**config.mk**
```make
export PLATFORM = sky130hd
export DESIGN_NAME = usart_core
export DESIGN_NICKNAME = d
export VERILOG_FILES = /design/src/include/usart_pkg.sv /design/src/logic/usart_core.sv
export VERILOG_INCLUDE_DIRS = /design/src /design/src/include
export SDC_FILE = /design/constraint.sdc
export NUM_CORES = 1
export LEC_CHECK = 0
export BUFFER_PORTS_ARGS = -buffer_cell sky130_fd_sc_hd__buf_2
export CORE_MARGIN = 1.5
export CORE_UTILIZATION = 40
export CTS_CLUSTER_SIZE = 10
export DETAILED_ROUTE_END_ITERATION = 8
export PLACE_DENSITY = 0.58
export SYNTH_ARGS = -nofsm -noshare
export SYNTH_HDL_FRONTEND = slang
export SYNTH_SLANG_ARGS = --single-unit
```
**constraint.sdc**
```tcl
create_clock -name clk -period 3 [get_ports clk]
set_input_delay 0.75 -clock clk [delete_from_list [all_inputs] [get_ports clk]]
set_output_delay 0.75 -clock clk [all_outputs]
set_load 0.01 [all_outputs]
```
**src/include/usart_consts.svh**
```systemverilog
`ifndef USART_CONSTS_SVH
`define USART_CONSTS_SVH

// register indices on the plain register port
`define ADDR_DATA        3'h0
`define ADDR_CTRL_A      3'h1
`define ADDR_CTRL_B      3'h2
`define ADDR_CTRL_C      3'h3
`define ADDR_DIV_LOW     3'h4
`define ADDR_DIV_HIGH    3'h5

// ctrl_status_a bit positions
`define A_RX_COMPLETE    7
`define A_TX_COMPLETE    6
`define A_TX_EMPTY       5
`define A_FRAMING_ERR    4
`define A_OVERRUN        3
`define A_PARITY_ERR     2
`define A_DOUBLE_SPEED   1

// ctrl_status_b bit positions
`define B_IE_RX_DONE     7
`define B_IE_TX_DONE     6
`define B_IE_TX_EMPTY    5
`define B_RX_EN          4
`define B_TX_EN          3
`define B_SIZE_HI        2
`define B_RX_NINTH       1
`define B_TX_NINTH       0

// ctrl_status_c bit positions
`define C_XFER_DIR       7
`define C_SYNC_MODE      6
`define C_PARITY_HI      5
`define C_PARITY_LO      4
`define C_STOP_BITS      3
`define C_SIZE_HI        2
`define C_SIZE_LO        1
`define C_POLARITY       0

// reset values
`define RST_SIZE         3'h3
`define RST_DIV          12'h000

// timing counts in baud generator ticks, then the nine-bit size code and data bit counts
`define LAST_TICK_NORMAL 4'hf
`define LAST_TICK_DOUBLE 4'h7
`define MID_TICK_NORMAL  4'h7
`define MID_TICK_DOUBLE  4'h3
`define SIZE_NINE_CODE   3'h7
`define BITS_NINE        4'h9
`define BITS_MIN         4'h5

`endif

```
**src/include/usart_pkg.sv**
```systemverilog
package usart_pkg;

  typedef enum logic [2:0] {TX_IDLE, TX_START, TX_DATA, TX_PARITY, TX_STOP1, TX_STOP2} tx_state_t;
  typedef enum logic [2:0] {RX_IDLE, RX_START, RX_DATA, RX_PARITY, RX_STOP} rx_state_t;

  typedef struct packed {
    logic [2:0] addr;
    logic [7:0] wdata;
    logic       wr;
    logic       rd;
  } bus_req_t;

  typedef struct packed {
    logic out;
    logic oe;
  } xck_pin_t;

  typedef struct packed {
    logic rx_done;
    logic tx_empty;
    logic tx_done;
  } irq_t;

  typedef struct packed {
    logic       framing_error;
    logic       parity_err;
    logic [8:0] data;
  } rx_entry_t;

  typedef struct packed {
    logic [11:0] baud_cnt;
    logic [7:0]  div_low;
    logic [3:0]  div_high;
    logic        double_speed;
    logic        tx_done;
    logic        overrun;
    logic [2:0]  ie;
    logic        rx_en;
    logic        tx_en;
    logic [2:0]  char_size;
    logic        tx_ninth_bit;
    logic        sync_clock_polarity;
    logic        stop_bits_select;
    logic [1:0]  parity_mode;
    logic        sync_mode_select;
    logic        xfer_clock_dir;
    logic        xck_s1;
    logic        xck_s2;
    logic        xck_prev;
    logic        rx_s1;
    logic        rx_s2;
    logic [3:0]  tx_div;
    tx_state_t   tx_st;
    logic [8:0]  tx_shift;
    logic [3:0]  tx_bit;
    logic        tx_par;
    logic [8:0]  tx_buf;
    logic        tx_full;
    logic [3:0]  rx_cnt;
    rx_state_t   rx_st;
    logic [8:0]  rx_shift;
    logic [3:0]  rx_bit;
    logic        rx_par;
    logic        rx_perr;
    rx_entry_t   q0;
    rx_entry_t   q1;
    logic [1:0]  q_count;
    logic        serial_out;
    xck_pin_t    xck;
    irq_t        irq;
    logic [7:0]  rd_data;
  } state_t;

endpackage : usart_pkg

```
**src/logic/usart_core.sv**
```systemverilog
`timescale 1ns/1ns
`default_nettype none
`include "usart_consts.svh"

// Function
// - four clock modes; sync_mode_select picks asynchronous or synchronous
// - in sync mode xfer_clock_dir chooses master (output) or slave (input)
// - transfer clock pin is only driven or used in synchronous mode
// - baud down-counter reloads at zero and on a divisor low byte write
// - baud generator pulses once per zero, rate clk over divisor plus one
// - transmitter divides baud pulses by 16, 8, or 2 by mode
// - divisor is 12 bits from high and low register bytes
// - double speed affects only asynchronous mode, 16 becomes 8
// - slave clock passes a sync register and an edge detector
// - sync input sampled on the edge opposite the output change edge
// - polarity 0: change on rising, sample on falling; 1 reversed
// - frame: start, 5 to 9 data bits, parity none/even/odd, 1 or 2 stops
// - order: start, data lsb first, parity, stop bits
// - after a frame, start the next at once or idle high
// - transmitter and receiver share size and parity settings; stop setting is transmit only
// - receiver checks only the first stop bit for framing errors
// - parity is xor of data bits, inverted for odd
// - single transmit buffer ahead of the shift register, no gap
// - two-level receive buffer with framing, overrun and parity errors
// - three interrupt sources: tx complete, tx buffer empty, rx complete
// - tx_buffer_empty set while buffer empty, clear while it holds data
module usart_core #(
  parameter int BAUD_W = 12
) (
  input  wire logic              clk,
  input  wire logic              rst_n,
  input  wire usart_pkg::bus_req_t req,
  output var  logic [7:0]        rd_data,
  input  wire logic              serial_in,
  output var  logic              serial_out,
  input  wire logic              xck_in,
  output var  usart_pkg::xck_pin_t xck,
  output var  usart_pkg::irq_t   irq
);

  if (BAUD_W != 12) begin : g_baud_w_check
    $error("usart_core serves a 12-bit divisor only");
  end

  usart_pkg::state_t st_ff;
  usart_pkg::state_t nxt_st;

  function automatic logic parity_of(input logic [8:0] d, input logic [3:0] nbits,
                                     input logic odd);
    logic x;
    x = odd;
    for (int i = 0; i < 9; i++) begin
      if (4'(i) < nbits) x = x ^ d[i];
    end
    return x;
  endfunction : parity_of

  logic       sync_m;
  logic       master;
  logic       slave;
  logic       baud_tick;
  logic [3:0] nbits;
  logic [3:0] last_tick;
  logic [3:0] mid_tick;
  logic       edge_rise;
  logic       edge_fall;
  logic       change_edge;
  logic       sample_edge;
  logic       tx_tick;
  logic       rx_line;
  logic       rx_sample;
  logic [8:0] tx_data_mask;
  logic [2:0] cnt_after_pop;
  usart_pkg::rx_entry_t new_entry;
  logic       push;
  logic       pop;

  always_comb begin
    nxt_st = st_ff;
    sync_m = st_ff.sync_mode_select;
    master = sync_m && st_ff.xfer_clock_dir;
    slave  = sync_m && !st_ff.xfer_clock_dir;
    baud_tick = (st_ff.baud_cnt == 12'h000);
    nbits = (st_ff.char_size == `SIZE_NINE_CODE) ? `BITS_NINE
          : ({2'b00, st_ff.char_size[1:0]} + `BITS_MIN);
    last_tick = st_ff.double_speed ? `LAST_TICK_DOUBLE : `LAST_TICK_NORMAL;
    mid_tick  = st_ff.double_speed ? `MID_TICK_DOUBLE : `MID_TICK_NORMAL;
    tx_data_mask = 9'h000;
    new_entry = '0;
    push = 1'b0;
    pop = 1'b0;
    cnt_after_pop = 3'h0;

    // baud generator
    if (req.wr && req.addr == `ADDR_DIV_LOW) begin
      nxt_st.baud_cnt = {st_ff.div_high, req.wdata};
    end else if (baud_tick) begin
      nxt_st.baud_cnt = {st_ff.div_high, st_ff.div_low};
    end else begin
      nxt_st.baud_cnt = st_ff.baud_cnt - 12'h001;
    end

    // slave clock: first flop feeds only the second
    nxt_st.xck_s1   = xck_in;
    nxt_st.xck_s2   = st_ff.xck_s1;
    nxt_st.xck_prev = st_ff.xck_s2;
    nxt_st.rx_s1    = serial_in;
    nxt_st.rx_s2    = st_ff.rx_s1;
    rx_line = st_ff.rx_s2;

    // master clock toggles each baud pulse, giving the divide by 2
    if (master) begin
      if (baud_tick) nxt_st.xck.out = !st_ff.xck.out;
    end else begin
      nxt_st.xck.out = st_ff.sync_clock_polarity;
    end
    nxt_st.xck.oe = master;

    if (master) begin
      edge_rise = baud_tick && !st_ff.xck.out;
      edge_fall = baud_tick && st_ff.xck.out;
    end else begin
      edge_rise = slave && st_ff.xck_s2 && !st_ff.xck_prev;
      edge_fall = slave && !st_ff.xck_s2 && st_ff.xck_prev;
    end
    change_edge = st_ff.sync_clock_polarity ? edge_fall : edge_rise;
    sample_edge = st_ff.sync_clock_polarity ? edge_rise : edge_fall;

    // transmitter bit clock
    tx_tick = 1'b0;
    if (sync_m) begin
      tx_tick = change_edge;
      nxt_st.tx_div = 4'h0;
    end else if (baud_tick) begin
      if (st_ff.tx_div >= last_tick) begin
        nxt_st.tx_div = 4'h0;
        tx_tick = 1'b1;
      end else begin
        nxt_st.tx_div = st_ff.tx_div + 4'h1;
      end
    end

    for (int i = 0; i < 9; i++) begin
      tx_data_mask[i] = (4'(i) < nbits);
    end

    if (tx_tick) begin
      unique case (st_ff.tx_st)
        usart_pkg::TX_IDLE: begin
          nxt_st.serial_out = 1'b1;
          if (st_ff.tx_full && st_ff.tx_en) begin
            nxt_st.tx_shift = st_ff.tx_buf & tx_data_mask;
            nxt_st.tx_par = parity_of(st_ff.tx_buf, nbits, st_ff.parity_mode[0]);
            nxt_st.tx_full = 1'b0;
            nxt_st.serial_out = 1'b0;
            nxt_st.tx_st = usart_pkg::TX_START;
          end
        end
        usart_pkg::TX_START: begin
          nxt_st.serial_out = st_ff.tx_shift[0];
          nxt_st.tx_shift = {1'b0, st_ff.tx_shift[8:1]};
          nxt_st.tx_bit = 4'h1;
          nxt_st.tx_st = usart_pkg::TX_DATA;
        end
        usart_pkg::TX_DATA: begin
          if (st_ff.tx_bit == nbits) begin
            if (st_ff.parity_mode[1]) begin
              nxt_st.serial_out = st_ff.tx_par;
              nxt_st.tx_st = usart_pkg::TX_PARITY;
            end else begin
              nxt_st.serial_out = 1'b1;
              nxt_st.tx_st = usart_pkg::TX_STOP1;
            end
          end else begin
            nxt_st.serial_out = st_ff.tx_shift[0];
            nxt_st.tx_shift = {1'b0, st_ff.tx_shift[8:1]};
            nxt_st.tx_bit = st_ff.tx_bit + 4'h1;
          end
        end
        usart_pkg::TX_PARITY: begin
          nxt_st.serial_out = 1'b1;
          nxt_st.tx_st = usart_pkg::TX_STOP1;
        end
        usart_pkg::TX_STOP1, usart_pkg::TX_STOP2: begin
          if (st_ff.tx_st == usart_pkg::TX_STOP1 && st_ff.stop_bits_select) begin
            nxt_st.serial_out = 1'b1;
            nxt_st.tx_st = usart_pkg::TX_STOP2;
          end else if (st_ff.tx_full && st_ff.tx_en) begin
            // back to back: next start bit follows the last stop at once
            nxt_st.tx_shift = st_ff.tx_buf & tx_data_mask;
            nxt_st.tx_par = parity_of(st_ff.tx_buf, nbits, st_ff.parity_mode[0]);
            nxt_st.tx_full = 1'b0;
            nxt_st.serial_out = 1'b0;
            nxt_st.tx_st = usart_pkg::TX_START;
          end else begin
            nxt_st.serial_out = 1'b1;
            nxt_st.tx_st = usart_pkg::TX_IDLE;
            nxt_st.tx_done = 1'b1;
          end
        end
      endcase
    end

    // receiver
    rx_sample = 1'b0;
    if (sync_m) begin
      rx_sample = sample_edge;
      nxt_st.rx_cnt = 4'h0;
    end else if (baud_tick && st_ff.rx_st != usart_pkg::RX_IDLE) begin
      if (st_ff.rx_st == usart_pkg::RX_START) begin
        nxt_st.rx_cnt = st_ff.rx_cnt + 4'h1;
      end else if (st_ff.rx_cnt >= last_tick) begin
        nxt_st.rx_cnt = 4'h0;
        rx_sample = 1'b1;
      end else begin
        nxt_st.rx_cnt = st_ff.rx_cnt + 4'h1;
      end
    end

    unique case (st_ff.rx_st)
      usart_pkg::RX_IDLE: begin
        nxt_st.rx_bit = 4'h0;
        nxt_st.rx_par = 1'b0;
        nxt_st.rx_perr = 1'b0;
        nxt_st.rx_shift = 9'h000;
        if (st_ff.rx_en && !rx_line) begin
          if (sync_m && sample_edge) begin
            nxt_st.rx_st = usart_pkg::RX_DATA;
          end else if (!sync_m && baud_tick) begin
            nxt_st.rx_cnt = 4'h0;
            nxt_st.rx_st = usart_pkg::RX_START;
          end
        end
      end
      usart_pkg::RX_START: begin
        // a low glitch shorter than half a bit is dropped here
        if (sync_m) begin
          nxt_st.rx_st = usart_pkg::RX_IDLE;
        end else if (baud_tick && st_ff.rx_cnt == mid_tick) begin
          nxt_st.rx_cnt = 4'h0;
          nxt_st.rx_st = rx_line ? usart_pkg::RX_IDLE : usart_pkg::RX_DATA;
        end
      end
      usart_pkg::RX_DATA: begin
        if (rx_sample) begin
          nxt_st.rx_shift[st_ff.rx_bit] = rx_line;
          nxt_st.rx_par = st_ff.rx_par ^ rx_line;
          nxt_st.rx_bit = st_ff.rx_bit + 4'h1;
          if (st_ff.rx_bit + 4'h1 == nbits) begin
            nxt_st.rx_st = st_ff.parity_mode[1] ? usart_pkg::RX_PARITY : usart_pkg::RX_STOP;
          end
        end
      end
      usart_pkg::RX_PARITY: begin
        if (rx_sample) begin
          nxt_st.rx_perr = rx_line ^ st_ff.rx_par ^ st_ff.parity_mode[0];
          nxt_st.rx_st = usart_pkg::RX_STOP;
        end
      end
      usart_pkg::RX_STOP: begin
        // second stop bit is never looked at
        if (rx_sample) begin
          new_entry.framing_error = !rx_line;
          new_entry.parity_err = st_ff.rx_perr;
          new_entry.data = st_ff.rx_shift;
          push = 1'b1;
          nxt_st.rx_st = usart_pkg::RX_IDLE;
        end
      end
      default: nxt_st.rx_st = usart_pkg::RX_IDLE;
    endcase
    if (!st_ff.rx_en) nxt_st.rx_st = usart_pkg::RX_IDLE;

    // register writes
    if (req.wr) begin
      unique case (req.addr)
        `ADDR_DATA: begin
          nxt_st.tx_buf = {st_ff.tx_ninth_bit, req.wdata};
          nxt_st.tx_full = 1'b1;
        end
        `ADDR_CTRL_A: begin
          nxt_st.double_speed = req.wdata[`A_DOUBLE_SPEED];
          if (req.wdata[`A_TX_COMPLETE]) nxt_st.tx_done = 1'b0;
        end
        `ADDR_CTRL_B: begin
          nxt_st.ie = {req.wdata[`B_IE_RX_DONE], req.wdata[`B_IE_TX_EMPTY],
                       req.wdata[`B_IE_TX_DONE]};
          nxt_st.rx_en = req.wdata[`B_RX_EN];
          nxt_st.tx_en = req.wdata[`B_TX_EN];
          nxt_st.char_size[2] = req.wdata[`B_SIZE_HI];
          nxt_st.tx_ninth_bit = req.wdata[`B_TX_NINTH];
        end
        `ADDR_CTRL_C: begin
          nxt_st.xfer_clock_dir = req.wdata[`C_XFER_DIR];
          nxt_st.sync_mode_select = req.wdata[`C_SYNC_MODE];
          nxt_st.parity_mode = req.wdata[`C_PARITY_HI:`C_PARITY_LO];
          nxt_st.stop_bits_select = req.wdata[`C_STOP_BITS];
          nxt_st.char_size[1:0] = req.wdata[`C_SIZE_HI:`C_SIZE_LO];
          nxt_st.sync_clock_polarity = req.wdata[`C_POLARITY];
        end
        `ADDR_DIV_LOW: nxt_st.div_low = req.wdata;
        `ADDR_DIV_HIGH: nxt_st.div_high = req.wdata[3:0];
        default: ;
      endcase
    end
    // a transmit-complete event in the clearing cycle still sets the flag
    if (tx_tick && nxt_st.tx_st == usart_pkg::TX_IDLE
        && st_ff.tx_st != usart_pkg::TX_IDLE) nxt_st.tx_done = 1'b1;

    // receive buffer, two entries; head is q0
    pop = req.rd && req.addr == `ADDR_DATA && st_ff.q_count != 2'h0;
    cnt_after_pop = {1'b0, st_ff.q_count} - {2'b00, pop};
    if (pop) begin
      nxt_st.q0 = st_ff.q1;
      nxt_st.overrun = 1'b0;
    end
    if (push) begin
      if (cnt_after_pop == 3'h0) begin
        nxt_st.q0 = new_entry;
      end else if (cnt_after_pop == 3'h1) begin
        nxt_st.q1 = new_entry;
      end else begin
        nxt_st.overrun = 1'b1;
      end
    end
    nxt_st.q_count = (push && cnt_after_pop != 3'h2) ? 2'(cnt_after_pop + 3'h1)
                                                     : cnt_after_pop[1:0];

    // read port, data one cycle after the strobe
    nxt_st.rd_data = 8'h00;
    if (req.rd) begin
      unique case (req.addr)
        `ADDR_DATA: nxt_st.rd_data = st_ff.q0.data[7:0];
        `ADDR_CTRL_A: begin
          nxt_st.rd_data[`A_RX_COMPLETE] = st_ff.q_count != 2'h0;
          nxt_st.rd_data[`A_TX_COMPLETE] = st_ff.tx_done;
          nxt_st.rd_data[`A_TX_EMPTY] = !st_ff.tx_full;
          nxt_st.rd_data[`A_FRAMING_ERR] = st_ff.q0.framing_error;
          nxt_st.rd_data[`A_OVERRUN] = st_ff.overrun;
          nxt_st.rd_data[`A_PARITY_ERR] = st_ff.q0.parity_err;
          nxt_st.rd_data[`A_DOUBLE_SPEED] = st_ff.double_speed;
        end
        `ADDR_CTRL_B: nxt_st.rd_data = {st_ff.ie[2], st_ff.ie[0], st_ff.ie[1],
                                        st_ff.rx_en, st_ff.tx_en, st_ff.char_size[2],
                                        st_ff.q0.data[8], st_ff.tx_ninth_bit};
        `ADDR_CTRL_C: nxt_st.rd_data = {st_ff.xfer_clock_dir, st_ff.sync_mode_select,
                                        st_ff.parity_mode, st_ff.stop_bits_select,
                                        st_ff.char_size[1:0], st_ff.sync_clock_polarity};
        `ADDR_DIV_LOW: nxt_st.rd_data = st_ff.div_low;
        `ADDR_DIV_HIGH: nxt_st.rd_data = {4'h0, st_ff.div_high};
        default: nxt_st.rd_data = 8'h00;
      endcase
    end

    // interrupt request levels
    nxt_st.irq.rx_done  = st_ff.ie[2] && nxt_st.q_count != 2'h0;
    nxt_st.irq.tx_empty = st_ff.ie[1] && !nxt_st.tx_full;
    nxt_st.irq.tx_done  = st_ff.ie[0] && nxt_st.tx_done;
  end

  always_ff @(posedge clk or negedge rst_n) begin
    if (!rst_n) begin
      st_ff <= '0;
      st_ff.char_size <= `RST_SIZE;
      st_ff.baud_cnt <= `RST_DIV;
      st_ff.serial_out <= 1'b1;
      st_ff.rx_s1 <= 1'b1;
      st_ff.rx_s2 <= 1'b1;
      st_ff.tx_st <= usart_pkg::TX_IDLE;
      st_ff.rx_st <= usart_pkg::RX_IDLE;
    end else begin
      st_ff <= nxt_st;
    end
  end

  assign rd_data    = st_ff.rd_data;
  assign serial_out = st_ff.serial_out;
  assign xck        = st_ff.xck;
  assign irq        = st_ff.irq;

endmodule : usart_core

`default_nettype wire

```
==> Word level (Yosys, flattened, before mapping) <==
Index checks and enable logic that the tools add are counted.
{ "totals": {"out_inout_bits": 14, "regBits": 138} }
{ "classes": {"eq_ne": 34, "order_cmp": 13, "add_sub_neg": 8, "n_bitwise": 21, "reduce_logical": 63, "mux": 170} }
{ "op_table": {"columns": ["operator", "count"], "rows": [
  ["$mux W1", 114],
  ["$mux W11", 6],
  ["$mux W4", 11],
  ["$pmux W7 S6", 1],
  ["$mux W12", 3],
  ["$pmux W9 S4", 1],
  ["$mux W17", 2],
  ["$mux W3", 10],
  ["$pmux W3 S5", 2],
  ["$pmux W14 S2", 1],
  ["$logic_and A1 B1 Y1", 25],
  ["$mux W22", 1],
  ["$mux W7", 3],
  ["$xor A1 B1 Y1", 19],
  ["$eq A3 B2 Y1 const B", 6],
  ["$eq A3 B3 Y1 const B", 6],
  ["$mux W9", 2],
  ["$add A4 B1 Y4 const B", 4],
  ["$lt A3 B4 Y1 const A", 4],
  ["$pmux W4 S2", 2],
  ["$reduce_and A2 Y1", 8],
  ["$logic_not A3 Y1", 5],
  ["$ne A3 B3 Y1 const B", 5],
  ["$reduce_bool A2 Y1", 7],
  ["other kinds (36)", 61]
]} }

==> Depth between registers and ports, before layout <==
{ "logic_depth": {"depth_word": 61, "mapped_depth": 11} }

==> Least setup slack after synthesis <==
Ideal clock, no wire load.
{ "synth_path": {"path_type": "input to register", "start": "input req[10] (netlist bit)", "end": "register st_ff[17] (netlist bit)", "slack_ns": -0.113, "path_buffers": 2, "arrival_ns": 2.988, "cell_stages": 11, "path_cell_list": "clkbuf_1 > nor2_1 > o2111ai_1 > clkinv_1 > ha_1 > ha_1 > ha_1 > nand2b_1 > nor3b_4 > buf_6 > mux2_2"} }
{ "synth_between": {"elab_chain_cells": 7} }
{ "synth_rtl": {"columns": ["item", "line", "rtl"], "rows": [
  ["from (decl)", "usart_core.sv:32", "input wire usart_pkg::bus_req_t req,"],
  ["$logic_not A3 Y1 (*)", null, null],
  ["$logic_and A1 B1 Y1 (no source line) (*)", null, null],
  ["$logic_and A1 B1 Y1 (*)", "usart_core.sv:311", "pop = req.rd && req.addr == `ADDR_DATA && st_ff.q_count != 2'h0;"],
  ["$sub A2 B1 Y3 (*)", "usart_core.sv:312", "cnt_after_pop = {1'b0, st_ff.q_count} - {2'b00, pop};"],
  ["$logic_not A3 Y1", "usart_core.sv:318", "if (cnt_after_pop == 3'h0) begin"],
  ["$not A1 Y1 (no source line)", null, null],
  ["$reduce_and A3 Y1 (no source line) (*)", null, null],
  ["to (signal assigned)", "usart_core.sv:372", "st_ff <= nxt_st;"],
  ["to (decl)", "usart_core.sv:45", "usart_pkg::state_t st_ff;"]
]} }
Mark *: on every way between the ends. The rest lies on a longest branch, timed or not.
A chain may end at the register's enable or synchronous reset.

==> Worst setup path after layout <==
{ "layout_path": {"start": "register st_ff[130] (netlist bit)", "end": "register st_ff[18] (netlist bit)"} }
{ "layout_between": {"elab_chain_cells": 8} }
{ "layout_rtl": {"columns": ["item", "line", "rtl"], "rows": [
  ["$logic_not A12 Y1 (*)", "usart_core.sv:83", "baud_tick = (st_ff.baud_cnt == 12'h000);"],
  ["$logic_and A1 B1 Y1, on equally long branches", "usart_core.sv:121, usart_core.sv:120", null],
  ["$mux W1", "usart_core.sv:119", "if (master) begin"],
  ["$mux W1", "usart_core.sv:127", "sample_edge = st_ff.sync_clock_polarity ? edge_rise : edge_fall;"],
  ["$mux W1 (*)", "usart_core.sv:206", "if (sync_m) begin"],
  ["$mux W1", "usart_core.sv:262", "if (rx_sample) begin"],
  ["$mux W1", "usart_core.sv:220", "unique case (st_ff.rx_st)"],
  ["$reduce_and A3 Y1 (no source line)", null, null]
]} }
Marked as above.

==> reports/qor.yml <==
critical_path:
  crit_fanout: 11
  setup.worst_path.start: "st_ff[130]"
  crit_type: "reg -> reg"
  cp_data_arrival_time_ns: 3.10
  r2r_start: "st_ff[130]"
  worstPathCellList: "nor4_4, nand4_2, or4_1, o221ai_2, and3_4, nor3b_4, buf_4, mux2_2"
  cp-end-kind: "register"
  cp-start-kind: "register"
  timing.critical_path.slowest_cell_delay_ns: 0.55
  crit_required_ns: 3.30
  cp_slowest_cell: "or4_1"
sta:
  maxSlewViolCount: 0
  hold_viol: 0
  fmaxAchievable_mhz: 358
  setup_violations: 0
  tightest_slew_ns: 0.670
  rsz0062_at_grt: "false"
  fin_tns_setup_ns: 0
  fin_skew_ns: 0.0134
  timing.final.crit_share_pct: 93.0
  relSlewSlack_pct: 55.3
  finalWorstSetupSlack_ns: 0.209
  period_minus_slack_ns: 2.79
layout:
  fin_area_mm2: 0.00832
  drive_above_1_share_pct: 19.5
  layout.nets: 826
  n_antenna_cell: 0
  synthToLayoutAreaGrowth_pct: 14.4
synth:
  seq_area_frac_synth_pct: 47.6
  yosys.area.top_type_share_pct: 45.8
  synth_area_leader_cell: "dfrtp_1"
  synth_area_mm2: 0.00727
  synth.distinct_cells: 64
  syn_inst: 761
  netlist_top_cells_area: "dfrtp_1 (46%), nand2_1 (6.8%), mux2_2 (6.7%)"
  synth_warnings: 0
  synth-edff-count: 0
  synth_nets: 796
  yosys_most_used_dff: "dfrtp_1"
  syn_area_per_cell_um2: 9.55
  async_reset_ff_share_pct: 100
  synth-seq-cells: 138
placed_design:
  pre_cts_slack_ns: 0.0469
  place_hpwl_um: 13400
  place.gp.congestion: 0.846
  place_area_mm2: 0.00770
  portBuffers: 30
drt:
  wl_met2_um: 9000
  top_layer: "met4"
  vias: 5629
  antenna_left: 0
  drc: 0
  drtIter0Drc: 281
  routed_wl_um: 18100
  met3_length_um: 687
  m1WireLength_um: 8070
  first_pass_iters: 5
  wl_per_cell_um: 17.6
  viasPerCell: 5.45
floorplan:
  die_y_um: 138
  core_mm2: 0.0179
  fp-row-count: 49
  dieArea_mm2: 0.0190
  initial_core_util_pct: 40.6
  io_pins: 31
  die_w_um: 138
clock_tree:
  cts_root_buf: "clkbuf_16"
  clk_latency_ns: 0.43
  cts_buffer_depth: 2
  cts_buffers: 17
  cts_tree: "yes"
  clkTransAtPathRegs_ns: 0.07
  cts_htree_levels: 4
  cts.sinks: 138
global_route:
  grt_pass1_vias: 5625
  grt_pass1_wl_um: 29800
  track_usage_pct: 20.9
  grt_max_degree: 72
  antenna_found_initial: 0
  overflow: 0
power_and_ir_drop:
  finalPower_w: 0.00606
  power_density_mw_per_mm2: 728
  irDropWorstVdd_mv: 0.478
  leakage_nw: 3.87
run_status:
  status: "completed"
hold_path:
  min_path_type: "in -> async"
flow_run:
  max-cap-violations: 0
==> placed cells by master (no fill, tap or decap), types with 4 or more instances in the layout <==
master,n
dfrtp_1,133
nand2_1,131
o21ai_0,58
nor2_1,47
a21oi_1,46
mux2_2,43
buf_2,29
buf_4,27
inv_1,26
xnor2_1,21
ha_1,18
clkbuf_16,17
nand3_1,16
mux2i_1,15
and2_1,13
a31oi_1,11
xor2_1,9
nor2b_1,9
o22ai_1,9
nor3_1,8
a22oi_1,8
a21bo_2,8
nand2b_1,7
nor3b_1,6
nand4_1,5
dfstp_2,5
a41oi_1,4
o31ai_1,4
==> synthesized netlist by cell type, drive strengths merged, types with 3 or more instances <==
master and count:
or4 3, clkbuf 29, dfstp 5, mux2i 15, and3 4, dfrtp 133, nand4 6, a21bo 8
o22ai 9, nor3 10, nor3b 8, and2 13, mux2 43, nor2b 9, a41oi 4, ha 18
inv 26, a21oi 47, nand2b 7, a22oi 8, nand3 16, a21boi 3, o31ai 4, xor2 9
nand2 131, nor2 48, buf 18, a31oi 11, o21ai 59, xnor2 21
==> through the flow <==
| step | std cells | hold WS [ns] | utilization, % |
|---|---|---|---|
| floorplan | 761 | 0.331 | - |
| global placement | 1001 | 0.341 | 43.0 |
| detailed placement | 1001 | 0.349 | 43.0 |
| CTS | 1033 | 0.361 | 46.4 |
| global route | 1033 | 0.363 | 46.5 |
| finish | 1033 | 0.325 | 46.5 |
==> critical path: cells and delay by family, from the launching register on <==
| kind | cells | cell delay (ns) |
|---|---|---|
| buf+inv | 1 | 0.23 |
| flops | 1 | 0.45 |
| compound gates | 1 | 0.10 |
| simple gates | 5 | 1.53 |
| mux | 1 | 0.35 |
==> where the power goes <==
part	internal, W	leakage [nW]	switching (W)	total, W
Clock	0.00132	0.286	0.000827	0.00214
Combinational	0.000602	1.80	0.000780	0.00138
Sequential	0.00217	1.78	0.000358	0.00253
Total	0.00409	3.87	0.00196	0.00606
==> per-layer routing <==
layer,track usage (%),up-vias
li1,-,2709
met1,26.8,2771
met2,35.0,123
met3,4.30,26
met4,7.41,0
met5,0,-
==> worst paths after layout <==
check                              to  slack [ns]  depth (start not counted)
setup / recovery            st_ff[18]        0.21                          8
hold / removal              st_ff[75]        0.32                          1
setup reg to reg            st_ff[18]        0.21                          8
hold reg to reg            nxt_st[93]        0.36                          0
max in group asynchronous  serial_out        1.87                          2
min in group clk           nxt_st[93]        0.36                          0
==> flip-flops by register name, summed over array words and instances (netlist names) <==
register    flops
st_ff         119
rx_line         1
nxt_st          3
xck             2
serial_out      1
irq             3
rd_data         8
sync_m          1
==> logic make-up (layout without fill, tap and decap cells) <==
family / count (synthesis) / in the layout / synth area share [%]
compound gates: 181 / 181 / 15.6
xor+xnor: 30 / 30 / 3.62
fa+ha+maj: 18 / 18 / 3.10
buf+inv: 74 / 117 / 4.70
flops: 138 / 138 / 47.6
mux: 58 / 58 / 8.73
simple gates: 262 / 262 / 16.7
==> layout make-up <==
class	count	area (µm²)
Clock inverter	13	169
Fill cell	1701	9580
Tap cell	229	287
Timing Repair Buffer	58	379
Inverter	27	103
Sequential cell	138	3460
Clock buffer	19	433
Multi-Input combinational cell	549	3490
==> repair_timing <==
action,CTS,global route
hold endpoints to repair,0,0
buffers inserted,0,0
resized for setup,0,4
endpoints found under the setup margin,0,22
hold buffers,0,0
Note: power is estimated with default switching activity, not from simulation.
